**config.mk**
```make
export PLATFORM = sky130hd
export DESIGN_NAME = option_clock_reset_config
export DESIGN_NICKNAME = d
export VERILOG_FILES = /design/src/rtl/option_clock_pkg.sv /design/src/rtl/option_clock_reset_config.sv /design/src/rtl/reset_delay_counter.sv
export VERILOG_INCLUDE_DIRS = /design/src /design/src/rtl
export SDC_FILE = /design/constraint.sdc
export NUM_CORES = 1
export LEC_CHECK = 0
export BUFFER_PORTS_ARGS = -buffer_cell sky130_fd_sc_hd__buf_2
export CAP_MARGIN = 25
export CORE_MARGIN = 3
export CORE_UTILIZATION = 50
export DETAILED_ROUTE_END_ITERATION = 10
export GPL_TIMING_DRIVEN = 0
export PLACE_DENSITY = 0.8
export SYNTH_ARGS = -nofsm -noshare
export SYNTH_HDL_FRONTEND = slang
export SYNTH_SLANG_ARGS = --single-unit
```
**constraint.sdc**
```tcl
create_clock -name pclk -period 2.3 [get_ports pclk]
set_input_delay 0.46 -clock pclk [delete_from_list [all_inputs] [get_ports pclk]]
set_output_delay 0.46 -clock pclk [all_outputs]
set_load 0.05 [all_outputs]
```
**src/rtl/option_clock_regs.svh**
```systemverilog
`ifndef OPTION_CLOCK_REGS_SVH
`define OPTION_CLOCK_REGS_SVH

// ----------------------------------------------------------------
// register byte offsets
// ----------------------------------------------------------------
`define ADDR_W             8
`define OFF_CONFIG         8'h00
`define OFF_STATUS         8'h04
`define OFF_HALT_CTRL      8'h08
`define OFF_COUNT          8'h0C

// ----------------------------------------------------------------
// field positions
// ----------------------------------------------------------------
`define OPT0_CSS_BIT       5
`define OPT0_PKG_LO_BIT    1
`define CFG_BYTE0_LSB      8
`define HALT_START_BIT     0
`define STS_LATCHED_BIT    0
`define STS_RUN_BIT        1
`define STS_HALT_BIT       2
`define STS_MISCFG_BIT     3
`define STS_WAIT_OSC_BIT   4

// ----------------------------------------------------------------
// encodings and counts
// ----------------------------------------------------------------
`define PKG_TQFP44         2'b00
`define SRC_RESONATOR      2'b00
`define SRC_EXT_RC         2'b01
`define SRC_INT_RC         2'b10
`define SRC_EXT_CLOCK      2'b11
`define RANGE_1_TO_2MHZ    3'b000
`define RANGE_2_TO_4MHZ    3'b001
`define RANGE_4_TO_8MHZ    3'b010
`define RANGE_8_TO_16MHZ   3'b011
`define RESET_DELAY_LONG   4096
`define RESET_DELAY_SHORT  256
`define SETTLE_CYCLES      2'd2
`define BYTE_RESET         8'h00

`endif

```
**src/rtl/option_clock_pkg.sv**
```systemverilog
package option_clock_pkg;

  typedef logic [1:0] clk_src_t;

  // layout of the second configuration byte, msb first
  typedef struct packed {
    logic       package_select_hi;
    logic       reset_delay_select;
    clk_src_t   clock_source_type;
    logic [2:0] oscillator_freq_range;
    logic       doubler_off;
  } option_byte1_s;

  typedef enum logic [2:0] {
    S_SETTLE,
    S_LATCH,
    S_WAIT_OSC,
    S_COUNT,
    S_RUN
  } delay_state_e;

endpackage

```
**src/rtl/option_clock_reset_config.sv**
```systemverilog
// How it works
// - both package bits together pick bonding; 00 means the 44-pin package
// - pads without a bonded pin leave reset as inputs with pull-up
// - delay select bit: 0 counts 4096 cycles, 1 counts 256, reset and halt exit
// - with clock security on, counting starts at once without waiting for oscillator
// - source field: 00 resonator, 01 external RC, 10 internal RC, 11 external clock
// - resonator selected: range field sets drive current for 1-2 to 8-16 MHz
// - other sources: range field names the operating frequency range instead
// - security bit 0 enables clock filter and backup oscillator, 1 disables both
//
// Implementation choices: the APB interface to the registers and the address map.
`timescale 1ns/10ps
`default_nettype none
`include "option_clock_regs.svh"

module option_clock_reset_config #(
  parameter int                      NUM_PORTS   = 4,
  parameter logic [NUM_PORTS*8-1:0]  BONDED_MASK = '1,
  parameter int                      LONG_DELAY  = `RESET_DELAY_LONG,
  parameter int                      SHORT_DELAY = `RESET_DELAY_SHORT
) (
  input  wire logic                   pclk,
  input  wire logic                   presetn,
  input  wire logic                   psel,
  input  wire logic                   penable,
  input  wire logic                   pwrite,
  input  wire logic [`ADDR_W-1:0]     paddr,
  input  wire logic [31:0]            pwdata,
  output logic      [31:0]            prdata,
  output logic                        pready,
  output logic                        pslverr,
  input  wire logic [7:0]             option_byte0,
  input  wire logic [7:0]             option_byte1,
  input  wire logic                   main_osc_ready,
  output logic                        cpu_reset_n,
  output logic                        halt_exit_busy,
  output logic      [1:0]             package_code,
  output logic      [1:0]             clock_source_sel,
  output logic      [2:0]             resonator_drive,
  output logic      [2:0]             freq_range_sel,
  output logic                        doubler_enable,
  output logic                        clock_filter_enable,
  output logic                        backup_osc_enable,
  output logic      [NUM_PORTS*8-1:0] pad_pullup_force
);

  localparam int CW = $clog2(LONG_DELAY + 1);
  initial begin
    if (NUM_PORTS < 1 || SHORT_DELAY < 2 || LONG_DELAY < SHORT_DELAY) begin
      $error("option_clock_reset_config: unusable parameters");
    end
  end

  logic [7:0]                  byte0_meta, byte0_sync;
  logic [7:0]                  byte1_meta, byte1_sync;
  logic                        osc_meta, osc_sync;
  logic [7:0]                  opt0_reg;
  option_clock_pkg::option_byte1_s opt1_reg;
  option_clock_pkg::option_byte1_s opt1_next;
  option_clock_pkg::delay_state_e  state_reg;
  logic [1:0]                  settle_reg;
  logic                        latched_reg;
  logic                        miscfg_reg;
  logic                        cnt_start, cnt_busy, cnt_done;
  logic [CW-1:0]               cnt_load, cnt_value;
  logic                        apb_access, apb_commit, halt_start;
  logic [31:0]                 rdata_next;
  logic                        unmapped;
  logic                        css_on;

  // ----------------------------------------------------------------
  // input synchronisers
  // ----------------------------------------------------------------
  // option storage and oscillator status arrive from outside this clock
  always_ff @(posedge pclk or negedge presetn) begin
    if (!presetn) begin
      byte0_meta <= `BYTE_RESET;
      byte0_sync <= `BYTE_RESET;
      byte1_meta <= `BYTE_RESET;
      byte1_sync <= `BYTE_RESET;
      osc_meta   <= 1'b0;
      osc_sync   <= 1'b0;
    end else begin
      byte0_meta <= option_byte0;
      byte0_sync <= byte0_meta;
      byte1_meta <= option_byte1;
      byte1_sync <= byte1_meta;
      osc_meta   <= main_osc_ready;
      osc_sync   <= osc_meta;
    end
  end

  assign opt1_next = option_clock_pkg::option_byte1_s'(byte1_sync);
  assign css_on    = !opt0_reg[`OPT0_CSS_BIT];

  // ----------------------------------------------------------------
  // reset sequencer
  // ----------------------------------------------------------------
  // counting waits for the oscillator only when security is off
  always_ff @(posedge pclk or negedge presetn) begin
    if (!presetn) begin
      state_reg  <= option_clock_pkg::S_SETTLE;
      settle_reg <= '0;
    end else begin
      case (state_reg)
        option_clock_pkg::S_SETTLE: begin
          settle_reg <= settle_reg + 2'd1;
          if (settle_reg == `SETTLE_CYCLES) begin
            state_reg <= option_clock_pkg::S_LATCH;
          end
        end
        option_clock_pkg::S_LATCH: state_reg <= option_clock_pkg::S_WAIT_OSC;
        option_clock_pkg::S_WAIT_OSC: begin
          if (cnt_start) begin
            state_reg <= option_clock_pkg::S_COUNT;
          end
        end
        option_clock_pkg::S_COUNT: begin
          if (cnt_done) begin
            state_reg <= option_clock_pkg::S_RUN;
          end
        end
        option_clock_pkg::S_RUN: begin
          if (halt_start) begin
            state_reg <= option_clock_pkg::S_WAIT_OSC;
          end
        end
        default: state_reg <= option_clock_pkg::S_SETTLE;
      endcase
    end
  end

  assign cnt_start = (state_reg == option_clock_pkg::S_WAIT_OSC) && (css_on || osc_sync);
  assign cnt_load  = opt1_reg.reset_delay_select ? CW'(SHORT_DELAY) : CW'(LONG_DELAY);

  reset_delay_counter #(
    .WIDTH (CW)
  ) u_delay (
    .pclk    (pclk),
    .presetn (presetn),
    .start   (cnt_start),
    .load    (cnt_load),
    .busy    (cnt_busy),
    .done    (cnt_done),
    .count   (cnt_value)
  );

  // ----------------------------------------------------------------
  // one-time capture and decode of the option bytes
  // ----------------------------------------------------------------
  // capture only in S_LATCH; later changes of storage are ignored
  always_ff @(posedge pclk or negedge presetn) begin
    if (!presetn) begin
      latched_reg         <= 1'b0;
      opt0_reg            <= `BYTE_RESET;
      opt1_reg            <= option_clock_pkg::option_byte1_s'(`BYTE_RESET);
      package_code        <= '0;
      clock_source_sel    <= '0;
      resonator_drive     <= '0;
      freq_range_sel      <= '0;
      doubler_enable      <= 1'b0;
      clock_filter_enable <= 1'b0;
      backup_osc_enable   <= 1'b0;
      pad_pullup_force    <= '1;
      miscfg_reg          <= 1'b0;
    end else if (state_reg == option_clock_pkg::S_LATCH) begin
      latched_reg         <= 1'b1;
      opt0_reg            <= byte0_sync;
      opt1_reg            <= opt1_next;
      package_code        <= {opt1_next.package_select_hi, byte0_sync[`OPT0_PKG_LO_BIT]};
      clock_source_sel    <= opt1_next.clock_source_type;
      doubler_enable      <= !opt1_next.doubler_off;
      clock_filter_enable <= !byte0_sync[`OPT0_CSS_BIT];
      backup_osc_enable   <= !byte0_sync[`OPT0_CSS_BIT];
      // resonator takes the range as drive current, others as operating range
      if (opt1_next.clock_source_type == `SRC_RESONATOR) begin
        resonator_drive <= opt1_next.oscillator_freq_range;
        freq_range_sel  <= '0;
      end else begin
        resonator_drive <= '0;
        freq_range_sel  <= opt1_next.oscillator_freq_range;
      end
      // unknown package codes bond nothing, so every pad is pulled up
      if ({opt1_next.package_select_hi, byte0_sync[`OPT0_PKG_LO_BIT]} == `PKG_TQFP44) begin
        pad_pullup_force <= ~BONDED_MASK;
      end else begin
        pad_pullup_force <= '1;
      end
      // flags only; the hardware does not override a bad doubler choice
      miscfg_reg <= !opt1_next.doubler_off &&
                    ((opt1_next.clock_source_type == `SRC_INT_RC) ||
                     (opt1_next.oscillator_freq_range != `RANGE_2_TO_4MHZ));
    end
  end

  // ----------------------------------------------------------------
  // core reset and halt exit outputs
  // ----------------------------------------------------------------
  always_ff @(posedge pclk or negedge presetn) begin
    if (!presetn) begin
      cpu_reset_n    <= 1'b0;
      halt_exit_busy <= 1'b0;
    end else begin
      if (cnt_done) begin
        cpu_reset_n    <= 1'b1;
        halt_exit_busy <= 1'b0;
      end else if (halt_start) begin
        halt_exit_busy <= 1'b1;
      end
    end
  end

  // ----------------------------------------------------------------
  // apb slave, one wait state
  // ----------------------------------------------------------------
  assign apb_access = psel && penable && !pready;
  assign apb_commit = psel && penable && pready;
  assign halt_start = apb_commit && pwrite && (paddr == `OFF_HALT_CTRL) &&
                      pwdata[`HALT_START_BIT] && (state_reg == option_clock_pkg::S_RUN);

  // read mux; unmapped addresses return zero with an error
  always_comb begin
    rdata_next = '0;
    unmapped   = 1'b0;
    case (paddr)
      `OFF_CONFIG: begin
        rdata_next[7:0]                 = opt1_reg;
        rdata_next[`CFG_BYTE0_LSB +: 8] = opt0_reg;
      end
      `OFF_STATUS: begin
        rdata_next[`STS_LATCHED_BIT]  = latched_reg;
        rdata_next[`STS_RUN_BIT]      = cpu_reset_n;
        rdata_next[`STS_HALT_BIT]     = halt_exit_busy;
        rdata_next[`STS_MISCFG_BIT]   = miscfg_reg;
        rdata_next[`STS_WAIT_OSC_BIT] = (state_reg == option_clock_pkg::S_WAIT_OSC);
      end
      `OFF_HALT_CTRL: rdata_next = '0;
      `OFF_COUNT:     rdata_next[CW-1:0] = cnt_value;
      default:        unmapped = 1'b1;
    endcase
  end

  always_ff @(posedge pclk or negedge presetn) begin
    if (!presetn) begin
      pready  <= 1'b0;
      prdata  <= '0;
      pslverr <= 1'b0;
    end else begin
      pready  <= apb_access;
      pslverr <= apb_access && unmapped;
      if (apb_access && !pwrite) begin
        prdata <= rdata_next;
      end
    end
  end
endmodule

`default_nettype wire

```
**src/rtl/reset_delay_counter.sv**
```systemverilog
`timescale 1ns/10ps
`default_nettype none

module reset_delay_counter #(
  parameter int WIDTH = 13
) (
  input  wire logic             pclk,
  input  wire logic             presetn,
  input  wire logic             start,
  input  wire logic [WIDTH-1:0] load,
  output logic                  busy,
  output logic                  done,
  output logic [WIDTH-1:0]      count
);

  initial begin
    if (WIDTH < 2) begin
      $error("reset_delay_counter: WIDTH too small");
    end
  end

  // ----------------------------------------------------------------
  // down counter, done one cycle after reaching zero
  // ----------------------------------------------------------------
  // load-1 is held so that exactly load cycles pass before done
  always_ff @(posedge pclk or negedge presetn) begin
    if (!presetn) begin
      busy  <= 1'b0;
      done  <= 1'b0;
      count <= '0;
    end else begin
      done <= 1'b0;
      if (start) begin
        busy  <= 1'b1;
        count <= load - WIDTH'(1);
      end else if (busy) begin
        if (count == '0) begin
          busy <= 1'b0;
          done <= 1'b1;
        end else begin
          count <= count - WIDTH'(1);
        end
      end
    end
  end

  // ----------------------------------------------------------------
  // checks
  // ----------------------------------------------------------------
  logic [WIDTH:0] run_len_reg;

  // edges seen busy since start; zero at the start edge itself
  always_ff @(posedge pclk or negedge presetn) begin
    if (!presetn) begin
      run_len_reg <= '0;
    end else if (start) begin
      run_len_reg <= '0;
    end else if (busy) begin
      run_len_reg <= run_len_reg + (WIDTH+1)'(1);
    end
  end
endmodule

`default_nettype wire
```
-- Word-level counts from Yosys, hierarchy flattened
Index checks and enable logic that the tools add are counted.
- register bits: 134
- input port bits: 62
- output and inout port bits: 81
- word-level logic and storage cells: 100
- add/subtract/negate cells: 3
- eq/ne operators: 15
- muxes and demuxes: 24
- reductions and logical operators: 28
- operator list (operator ; number):
    $mux 13 ; 4
    $mux 32 ; 1
    $sub 13x1->13 const B ; 2
    $mux 3 ; 7
    $eq 8x4->1 const B ; 2
    $pmux 8 s2 ; 1
    $pmux 3 s5 ; 1
    $pmux 5 s3 ; 1
    $logic_not 13->1 ; 1
    $logic_and 1x1->1 ; 11
    $mux 1 ; 9
    $eq 8x3->1 const B ; 1
    $logic_not 8->1 ; 1
    $ne 2x2->1 const B ; 4
    $eq 3x2->1 const B ; 2
    $logic_not 1->1 ; 5
    $eq 2x2->1 const B ; 2
    $logic_not 2->1 ; 2
    $reduce_and 4->1 ; 1
    $reduce_bool 2->1 ; 2
    $reduce_or 4->1 ; 1
    $eq 3x1->1 const B ; 1
    $eq 3x3->1 const B ; 1
    $logic_not 3->1 ; 1
    other kinds (5) ; 6

-- Depth between registers and ports, before layout
Gate-level depths: netlist of run 1.
- depth after elaboration: 8
- gate-level depth with buffers: 6
- depth with buffers taken out: 4

-- By module
A second synthesis of run 1 with hierarchy kept.
- cell total of the unflattened synthesis: 432
- area, all modules: 4647.0 µm²
- modules (own cells, without submodules) (module ; times used ; cells an instance ; area each (µm²) ; seq. area each (µm²)):
    option_clock_reset_config ; 1 ; 307 ; 3525.9 ; 2153.3
    reset_delay_counter ; 1 ; 125 ; 1121.1 ; 375.4

-- Least setup slack after synthesis of run 1
Ideal clock, no wire load.
- path type: input-to-reg
- start point: input paddr[5]
- end point: register prdata[9]
- arrival: 2.008 ns
- required time: 2.236 ns
- slack: 0.228 ns
- stages on the path: 6
- path through: or4_1 -> or4_1 -> buf_2 -> nor3_4 -> buf_6 -> a221o_2
- cells in the longest elaborated chain, start to end: 2
- elaborated cells between the ends (all ways): 3
- those cells by class: eq/ne (1); mux (1); reduce/logical (1)
- ends and longest elaborated chain (what ; line ; source):
    start: declaration ; option_clock_reset_config.sv:27 ; input wire logic [`ADDR_W-1:0] paddr,
    $eq 8x4->1 or $logic_not 8->1 (tied branches) ; option_clock_reset_config.sv:225 ; case (paddr)
    $pmux 8 s2 (*) ; option_clock_reset_config.sv:225 ;
    end signal: assignment ; option_clock_reset_config.sv:252 ; prdata <= rdata_next;
    end: declaration ; option_clock_reset_config.sv:29 ; output logic [31:0] prdata,
Every way passes the cells marked *; elsewhere a longest branch is shown, timed or not.
A chain may end at the register's enable or synchronous reset.

-- Worst setup path after layout of run 1
- start point: register u_delay.count[2]
- end point: register u_delay.count[11]
- cells in the longest elaborated chain, start to end: 4
- elaborated cells between the ends (all ways): 7
- those cells by class: add/sub (1); eq/ne (1); mux (3); reduce/logical (2)
- ends and longest elaborated chain (what ; line ; source):
    start: declaration ; reset_delay_counter.sv:13 ; output logic [WIDTH-1:0] count
    start signal: assignment ; reset_delay_counter.sv:35 ; count <= load - WIDTH'(1);
    start signal: assignment ; reset_delay_counter.sv:41 ; count <= count - WIDTH'(1);
    $sub 13x1->13 ; reset_delay_counter.sv:41 ;
    $mux 13 ; reset_delay_counter.sv:37 ; if (count == '0) begin
    $mux 13 ; reset_delay_counter.sv:36 ; end else if (busy) begin
    $mux 13 ; reset_delay_counter.sv:33 ; if (start) begin
Several ways; a longest one is shown, not always the timed one. The select of a mux whose other input is x is not followed.

==> results of run 1 <==
## per-layer routing
metal / part of all wire, % / global-route usage, % / up-vias
met5: 0 / 0 / -
met1: 40 / 22.73 / 1445
met3: 6.3 / 4.786 / 12
met2: 52 / 30.31 / 82
li1: - / - / 1488
met4: 1.5 / 5.325 / 0
## report_power, final
group	switching, mW	total [mW]	leakage, nW	internal (mW)
clock	0.669	1.10	0.0979	0.428
sequential	0.152	2.06	1.21	1.91
combinational	0.418	0.639	1.29	0.221
## worst register-to-register path, stage by stage, from the launching register on
cell	delay [ps]
dfrtp_1	460
nor4_4	390
nand4_1	330
or4b_2	720
a31oi_1	190
## timing repair
action	4_1_cts	5_1_grt
gates resized for setup	0	1
endpoints found under the setup margin	0	1
hold endpoints to repair	23	0
buffers inserted	0	0
hold buffers	1	0
## cell usage in the layout (no fill, tap or decap), types with 5 or more instances in the layout
cell and count:
inv_1 8, a221o_2 7, nor3_1 6, and2_1 10, nand2_1 72, mux2i_1 7, o21ai_0 21, clkbuf_8 9
nand3_1 7, clkbuf_1 11, buf_2 94, buf_4 54, conb_1 16, nor2_1 18, dfrtp_1 100, a21oi_1 8
or4_1 5
## path summary, 6_finish.rpt
kind	to	depth (start not counted)
setup / recovery	u_delay.count[11]	4
hold reg to reg	byte1_sync[0]	0
hold / removal	byte0_meta[7]	1
setup reg to reg	u_delay.count[11]	4
max in group asynchronous	pad_pullup_force[30]	3
min in group asynchronous	prdata[6]	2
## layout make-up
cell class / instances / area share, %
Buffer: 66 / 8.891
Clock buffer: 9 / 2.418
Clock inverter: 7 / 1.514
Inverter: 8 / 0.5862
Multi-Input combinational cell: 228 / 24.77
Sequential cell: 101 / 49.37
Tap cell: 102 / 2.491
Timing Repair Buffer: 96 / 9.966
## cell families (layout without fill, tap and decap cells)
family | after synthesis | count (layout) | synth area share, %
buf+inv | 74 | 186 | 11.50
mux | 7 | 7 | 1.660
flops | 101 | 101 | 59.92
xor+xnor | 1 | 1 | 0.2076
fa+ha+maj | 1 | 1 | 0.2964
compound gates | 58 | 58 | 9.487
simple gates | 145 | 145 | 16.84
other cells | 1 | 16 | 0.08886
## per-stage QoR
stage / util (%) / setup WS, ps
6_report: 64.29 / 126.7
5_1_grt: 64.29 / 1.223
4_1_cts: 64.21 / 99.73
3_5_place_dp: 61.56 / -4.215
3_3_place_gp: 61.18 / -167.4
2_1_floorplan: - / 228.3
==> out/metrics.yaml, run 1 <==
outcome:
  status: "completed"
sta:
  holdWs_ps: 188.2
  fin_crit_sh_pct: 94.49
  maxSlewViolCount: 0
  setup_tns_ps: 0
  period_needed_ps: 2173
  tightest_slew_ps: 591.9
  worst_clock_skew_ps: 5.815
  setup_viol: 0
  rsz0062_at_grt: "false"
  max_clock_freq_mhz: 460.1
  finalHoldViolCount: 0
  slew_headroom_pct: 60.54
setup_path:
  start_kind: "flop"
  path_max_fanout: 8
  worst-r2r-setup-slack_ps: 130
  path_class: "flop to flop"
  cp-startpoint: "u_delay.count[2]"
  slowest_delay_ps: 720
  path_buf_inv: 0
  cp-end-kind: "flop"
  path_cells: "nor4_4, nand4_1, or4b_2, a31oi_1"
  crit_required_ps: 2590
  critical_path.top_delay_family: "simple AND/OR/NAND/NOR gates"
  reg2reg_from: "u_delay.count[2]"
  arrival_ps: 2460
  critPathSlowestCell: "or4b_2"
logic_synthesis:
  synthFlopType: "dfrtp_1"
  synth_seq_cells: 101
  yosysWarnings: 0
  synth_common_cells: "dfrtp_1, nand2_1, buf_4"
  yosysSeqAreaShare_pct: 59.92
  postSynthCellCount: 388
  async_reset_ff_share_pct: 100.0
  yosysTopAreaCell: "dfrtp_1"
  syn_area_per_cell_um2: 10.88
  yosysUniqueCellTypes: 44
  yosysMostFrequentCell: "dfrtp_1"
  syn_area_um2: 4220
  synth.top_cell.area_share_pct: 59.29
  synth-edff-count: 0
  synth_top_cells_by_area: "dfrtp_1, buf_4, nand2_1"
grt:
  antenna_found_initial: 0
  overflow: 0
  grt_pass1_wl_um: 13880
  grt_pass1_vias: 2865
  grt_start_max_net_pins: 79
  track_usage_pct: 17.94
final_layout:
  drive_gt1_share_pct: 35.34
  top_register: "prdata"
  area.growth.synth_to_final_pct: 21.38
  fin_area_um2: 5122
  final_cell_count_no_fill: 617
  fillers: 639
  largest_reg_flops: 16
  multi_input_area_um2: 1269
  seq_area_um2: 2529
  reg_top3: "prdata x16, u_delay.count x13"
  antenna_cells: 0
  num-nets-final: 573
cts:
  clockBufferDepth: 2
  htree_levels: 3
  clockRootBuffer: "clkbuf_8"
  cts_tree: "yes"
  insertion_delay_ps: 370
  clock-sinks: 101
  clk_pin_slew_ps: 100
  tritoncts.num_buffers: 9
placed_design:
  dp_hpwl_um: 6216
  gp_congestion: 0.8327
  dpl-instance-area_um2: 4905
  placedCellCount: 600
  port_buffers: 94
drt:
  dr.pass1.iters: 4
  drt_first_iter_violations: 167
  wire_per_inst_um: 13.54
  drt_wl_total_um: 8355
  viasPerCell: 4.906
  vias: 3027
  ant_nets: 0
  drc: 0
power_and_ir_drop:
  power_mw: 3.797
  p_leak_nw: 2.600
  vdd_ir_drop_max_mv: 0.4477
  pwr_density_cell_nw_per_um2: 741.3
flow_run:
  drv_cap: 0
floorplanning:
  fp.coreArea_um2: 7968
  die-area_um2: 9579
  start_util_pct: 52.97
  die_w_um: 97.87
  die_h_um: 97.87
  rows: 32
  pin_count: 143
worst_hold_path:
  min_path_type: "input pin to flop"
  hold_start: "option_byte0[7]"
No activity file was read; power rests on OpenSTA's default activity.
==> run 2: changes to the inputs <==
BUFFER_PORTS_ARGS = unset   (was -buffer_cell sky130_fd_sc_hd__buf_2)
DONT_BUFFER_PORTS = 1   (was unset)
PLACE_DENSITY = unset   (was 0.8)
==> run 2 against run 1 <==
The run now ends with hold timing left. Sequential power rose by 2%. Clock power rose by 4%. Count of clock-buffer cells in the layout did not move. Critical path depth rose by 2. Register-to-register slack barely moved.
==> out/metrics.yaml, run 2 (synthesized netlist as in run 1, its figures left out) <==
outcome:
  status: "finished with violations"
  violations: "hold timing"
cts:
  clockRootBuffer: "clkbuf_8"
  clock-sinks: 101  # unchanged
  htree_levels: 3  # unchanged
  clockBufferDepth: 2  # unchanged
  cts_setup_buffers: 0  # unchanged
  insertion_delay_ps: 360  # about the same
  tritoncts.num_buffers: 9  # unchanged
  clk_pin_slew_ps: 100  # about the same
  cts_tree: "yes"
final_layout:
  drive_gt1_share_pct: 20.81  # -15 points
  num-nets-final: 477  # -17%
  fin_util_pct: 58.10  # -6.2 points
  fin_area_um2: 4629  # -9.6%
  reg_top3: "prdata x16, u_delay.count x13"
  area.growth.synth_to_final_pct: 9.695
  mostFrequentLayoutCells: "dfrtp_1, nand2_1, buf_4"
  mostFrequentLayoutCell: "dfrtp_1"
  top_register: "prdata"
  antenna_cells: 0  # unchanged
  largest_reg_flops: 16  # unchanged
  fillers: 700  # +9.5%
grt:
  grt_start_max_net_pins: 102  # +29%
  overflow: 0  # unchanged
  antenna_found_initial: 0  # unchanged
  grt_pass1_wl_um: 13280  # -4.3%
  track_usage_pct: 17.36  # -0.58 points
  grt_pass1_vias: 2577  # -10%
drt:
  vias: 2655  # -12%
  drt_wl_total_um: 8060  # -3.5%
  drt_first_iter_violations: 78  # -53%
  viasPerCell: 5.106  # +4.1%
  wire_per_inst_um: 15.50  # +14%
  drc: 0  # unchanged
  dr.pass1.iters: 4  # unchanged
  ant_nets: 0  # unchanged
setup_path:
  cp-end-kind: "flop"
  arrival_ps: 2490  # +30 ps
  start_kind: "flop"
  path_class: "flop to flop"
  path_max_fanout: 10  # +2
  crit_required_ps: 2600  # about the same
floorplanning:
  die-area_um2: 9579  # unchanged
  start_util_pct: 52.97  # unchanged
  pin_count: 143  # unchanged
  rows: 32  # unchanged
  fp.coreArea_um2: 7968  # unchanged
  die_h_um: 97.87  # unchanged
  die_w_um: 97.87  # unchanged
placed_design:
  gp_congestion: 0.7739  # -7.1%
  dpl-instance-area_um2: 4404  # -10%
  port_buffers: 0  # -100%
  dp_hpwl_um: 5818  # -6.4%
sta:
  maxSlewViolCount: 0  # unchanged
  max_clock_freq_mhz: 457.5  # -0.57%
  rsz0062_at_grt: "false"
  holdWs_ps: -215.0  # -403.2 ps
  period_needed_ps: 2186  # +12.41 ps
  worst_clock_skew_ps: 7.844  # +2.028 ps
  setup_viol: 0  # unchanged
  fin_crit_sh_pct: 95.03  # +0.54 points
  tightest_slew_ps: 722.2  # +130.3 ps
  setup_tns_ps: 0  # unchanged
  slew_headroom_pct: 51.85  # -8.7 points
  finalHoldViolCount: 101  # +101
power_and_ir_drop:
  pwr_density_cell_nw_per_um2: 806.6  # +8.8%
  vdd_ir_drop_max_mv: 0.5229  # +17%
  p_leak_nw: 2.214  # -15%
worst_hold_path:
  min_path_type: "input pin to async pin"
flow_run:
  drv_cap: 0  # unchanged
[run 2: area by class of cell]
class	count	area [um2]	share of cell area, %
buffer	66	455.4	9.838
tap	102	127.6	2.757
sequential	101	2529	54.62
clock inverter	6	78.83	1.703
multi-input combinational	228	1285	27.76
clock buffer	9	123.9	2.676
inverter	8	30.03	0.6486
[run 2: worst paths after layout]
| check | from | to | slack (ps) | depth (start not counted) |
|---|---|---|---|---|
| max in group asynchronous | presetn | pad_pullup_force[30] | 2330 | 0 |
| setup / recovery | pready | prdata[9] | 110 | 6 |
| hold / removal | presetn | prdata[7] | -210 | 0 |
| setup reg to reg | pready | prdata[9] | 110 | 6 |
| hold reg to reg | byte0_meta[6] | byte0_sync[6] | 350 | 0 |
| min in group pclk | option_byte1[4] | byte1_meta[4] | 120 | 0 |
[run 2: through the flow]
stage / worst slack, ps / total power [mW] / cells / hold slack [ps]
5_1_grt: 14.03 / 3.925 / 520 / -246.7
2_1_floorplan: 228.3 / 2.540 / 403 / 164.4
4_1_cts: 99.40 / 3.775 / 520 / -236.5
3_5_place_dp: -117.0 / 2.631 / 505 / 167.0
6_report: 114.3 / 3.734 / 520 / -215.0
3_3_place_gp: -131.6 / 2.614 / 505 / 166.9
[run 2: worst max-delay path, cell delays in order, from the launching register on]
cell and delay (ps):
dfrtp_1 610, nand4bb_4 400, or4_1 430, buf_2 180
nor3_4 180, buf_6 180, a221o_2 160
[run 2: timing repair]
item | in CTS | in global routing
hold endpoints to repair | 101 | 101
resized for setup | 2 | 1
pin swaps | 0 | 0
endpoints found under the setup margin | 11 | 1
[run 2: power breakdown]
part	internal (mW)	total (mW)	leakage (nW)	switching (mW)
Clock	0.522	1.14	0.104	0.615
Combinational	0.172	0.485	0.898	0.313
Sequential	1.91	2.11	1.21	0.203
[run 2: routing by layer]
metal  wire, um  global-route usage [%]  share of wire, %  up-vias
met2       3941                   28.48                49       79
met1       3530                   23.11                44     1268
met5          0                       0                 0        -
met4         70                   3.514              0.87        0
li1           -                       -                 -     1300
met3        517                   5.214               6.4        8
==> run 3: changes to the inputs <==
--- a/constraint.sdc
+++ b/constraint.sdc
@@ -3,2 +3,2 @@
 set_output_delay 0.46 -clock pclk [all_outputs]
-set_load 0.05 [all_outputs]
+set_load 0.01 [all_outputs]
==> run 3 against run 2 <==
The flow still finishes with violations (hold timing). Highest routed layer unchanged. Die area is the same. Sequential power down 2%. Hold slack is the same. Sequential cell count stayed put. Clock power barely moved. Worst setup slack improved by 27 ps.
==> out/metrics.yaml, run 3 (synthesized netlist as in run 1, its figures left out) <==
grt:
  track_usage_pct: 17.35  # about the same
  grt_start_max_net_pins: 102  # unchanged
  grt_pass1_vias: 2577  # unchanged
  overflow: 0  # unchanged
  antenna_found_initial: 0  # unchanged
  grt_pass1_wl_um: 13260  # -0.11%
setup_path:
  crit_required_ps: 2580  # -20 ps
  path_class: "flop to flop"
  path_cells: "nor4_4, nand4_1, or4b_2, a31oi_1"
  critical_path.top_delay_family: "simple AND/OR/NAND/NOR gates"
  path_buf_inv: 0  # -2
  cp-end-kind: "flop"
  arrival_ps: 2440  # -50 ps
  start_kind: "flop"
  path_max_fanout: 8  # -2
  slowest_delay_ps: 710  # +100 ps
  critPathSlowestCell: "or4b_2"
final_layout:
  reg_top3: "prdata x16, u_delay.count x13"
  mostFrequentLayoutCell: "dfrtp_1"
  fin_util_pct: 57.96  # -0.14 points
  drive_gt1_share_pct: 20.81  # unchanged
  antenna_cells: 0  # unchanged
  fin_area_um2: 4618  # -0.24%
  num-nets-final: 477  # unchanged
  largest_reg_flops: 16  # unchanged
  area.growth.synth_to_final_pct: 9.428
  top_register: "prdata"
  final_cell_count_no_fill: 520  # unchanged
  mostFrequentLayoutCells: "dfrtp_1, nand2_1, buf_4"
power_and_ir_drop:
  p_leak_nw: 2.212  # about the same
  vdd_ir_drop_max_mv: 0.5214  # -0.28%
  power_mw: 3.545  # -5.1%
  pwr_density_cell_nw_per_um2: 767.6  # -4.8%
floorplanning:
  fp.coreArea_um2: 7968  # unchanged
  start_util_pct: 52.97  # unchanged
  rows: 32  # unchanged
  die_h_um: 97.87  # unchanged
  pin_count: 143  # unchanged
  die_w_um: 97.87  # unchanged
  die-area_um2: 9579  # unchanged
drt:
  viasPerCell: 5.106  # unchanged
  ant_nets: 0  # unchanged
  drc: 0  # unchanged
  drt_first_iter_violations: 79  # +1.3%
  vias: 2655  # unchanged
  dr.pass1.iters: 4  # unchanged
  wire_per_inst_um: 15.49  # about the same
  drt_wl_total_um: 8055  # about the same
cts:
  clockBufferDepth: 2  # unchanged
  clk_pin_slew_ps: 100  # about the same
  htree_levels: 3  # unchanged
  tritoncts.num_buffers: 9  # unchanged
  clock-sinks: 101  # unchanged
  cts_tree: "yes"
  insertion_delay_ps: 360  # about the same
  clockRootBuffer: "clkbuf_8"
placed_design:
  dpl-instance-area_um2: 4404  # unchanged
  dp_worst_setup_slack_ps: 92.41  # +209.4 ps
  placedCellCount: 505  # unchanged
  gp_congestion: 0.7739  # unchanged
  port_buffers: 0  # unchanged
  dp_hpwl_um: 5818  # unchanged
sta:
  fin_crit_sh_pct: 93.84  # -1.2 points
  setup_tns_ps: 0  # unchanged
  finalHoldViolCount: 101  # unchanged
  period_needed_ps: 2158  # -27.31 ps
  rsz0062_at_grt: "false"
  setup_viol: 0  # unchanged
  tightest_slew_ps: 560.9  # -161.3 ps
  maxSlewViolCount: 0  # unchanged
  holdWs_ps: -215.0  # unchanged
  slew_headroom_pct: 62.60  # +11 points
  worst_clock_skew_ps: 7.844  # unchanged
  final.setup.worst_slack_ps: 141.6  # +27.31 ps
  max_clock_freq_mhz: 463.3  # +1.3%
outcome:
  violations: "hold timing"
  status: "finished with violations"
worst_hold_path:
  min_path_type: "input pin to async pin"
flow_run:
  drv_cap: 0  # unchanged
[run 3: cell count changes in the layout (fill, tap and decap cells not counted)]
| cell | delta |
|---|---|
| nand4bb_4 | -1 |
| nand4bb_2 | +1 |
[run 3: metal layers]
metal | wire (um) | global-route usage [%] | vias to the layer above
met4 | 70 | 3.514 | 0
met5 | 0 | 0 | -
met1 | 3524 | 23.06 | 1267
li1 | - | - | 1301
met2 | 3943 | 28.48 | 79
met3 | 517 | 5.214 | 8
[run 3: repair_timing]
action | CTS | global route
buffers inserted | 0 | 0
setup endpoints to repair | 0 | 12
gates resized for setup | 0 | 2
endpoints found under the hold margin | 101 | 101
[run 3: path summary, 6_finish.rpt]
path,startpoint,to,slack [ps],cells past startpoint
min in group pclk,option_byte1[4],byte1_meta[4],120,0
hold / removal,presetn,prdata[7],-210,0
hold reg to reg,byte0_meta[6],byte0_sync[6],350,0
setup / recovery,u_delay.count[3],u_delay.count[11],140,4
setup reg to reg,u_delay.count[3],u_delay.count[11],140,4
max in group asynchronous,presetn,pad_pullup_force[30],2330,0
[run 3: report_power, final]
group / switching (mW) / internal (mW) / total, mW
Sequential: 0.164 / 1.91 / 2.07
Combinational: 0.166 / 0.168 / 0.334
Clock: 0.615 / 0.522 / 1.14
Total: 0.946 / 2.60 / 3.54
[run 3: worst reg2reg max path, delay by kind of cell, from the launching register on]
kind / cells / cell delay, ps
AO/OA/AOI/OAI: 1 / 170
AND/OR/NAND/NOR: 3 / 1480
flip-flops: 1 / 450
[run 3: area by class of cell]
cell class                 count  area (um2)
fill                         700        3349
sequential                   101        2529
multi-input combinational    228        1274
buffer                        66       455.4
tap                          102       127.6
clock buffer                   9       123.9
clock inverter                 6       78.83
inverter                       8       30.03
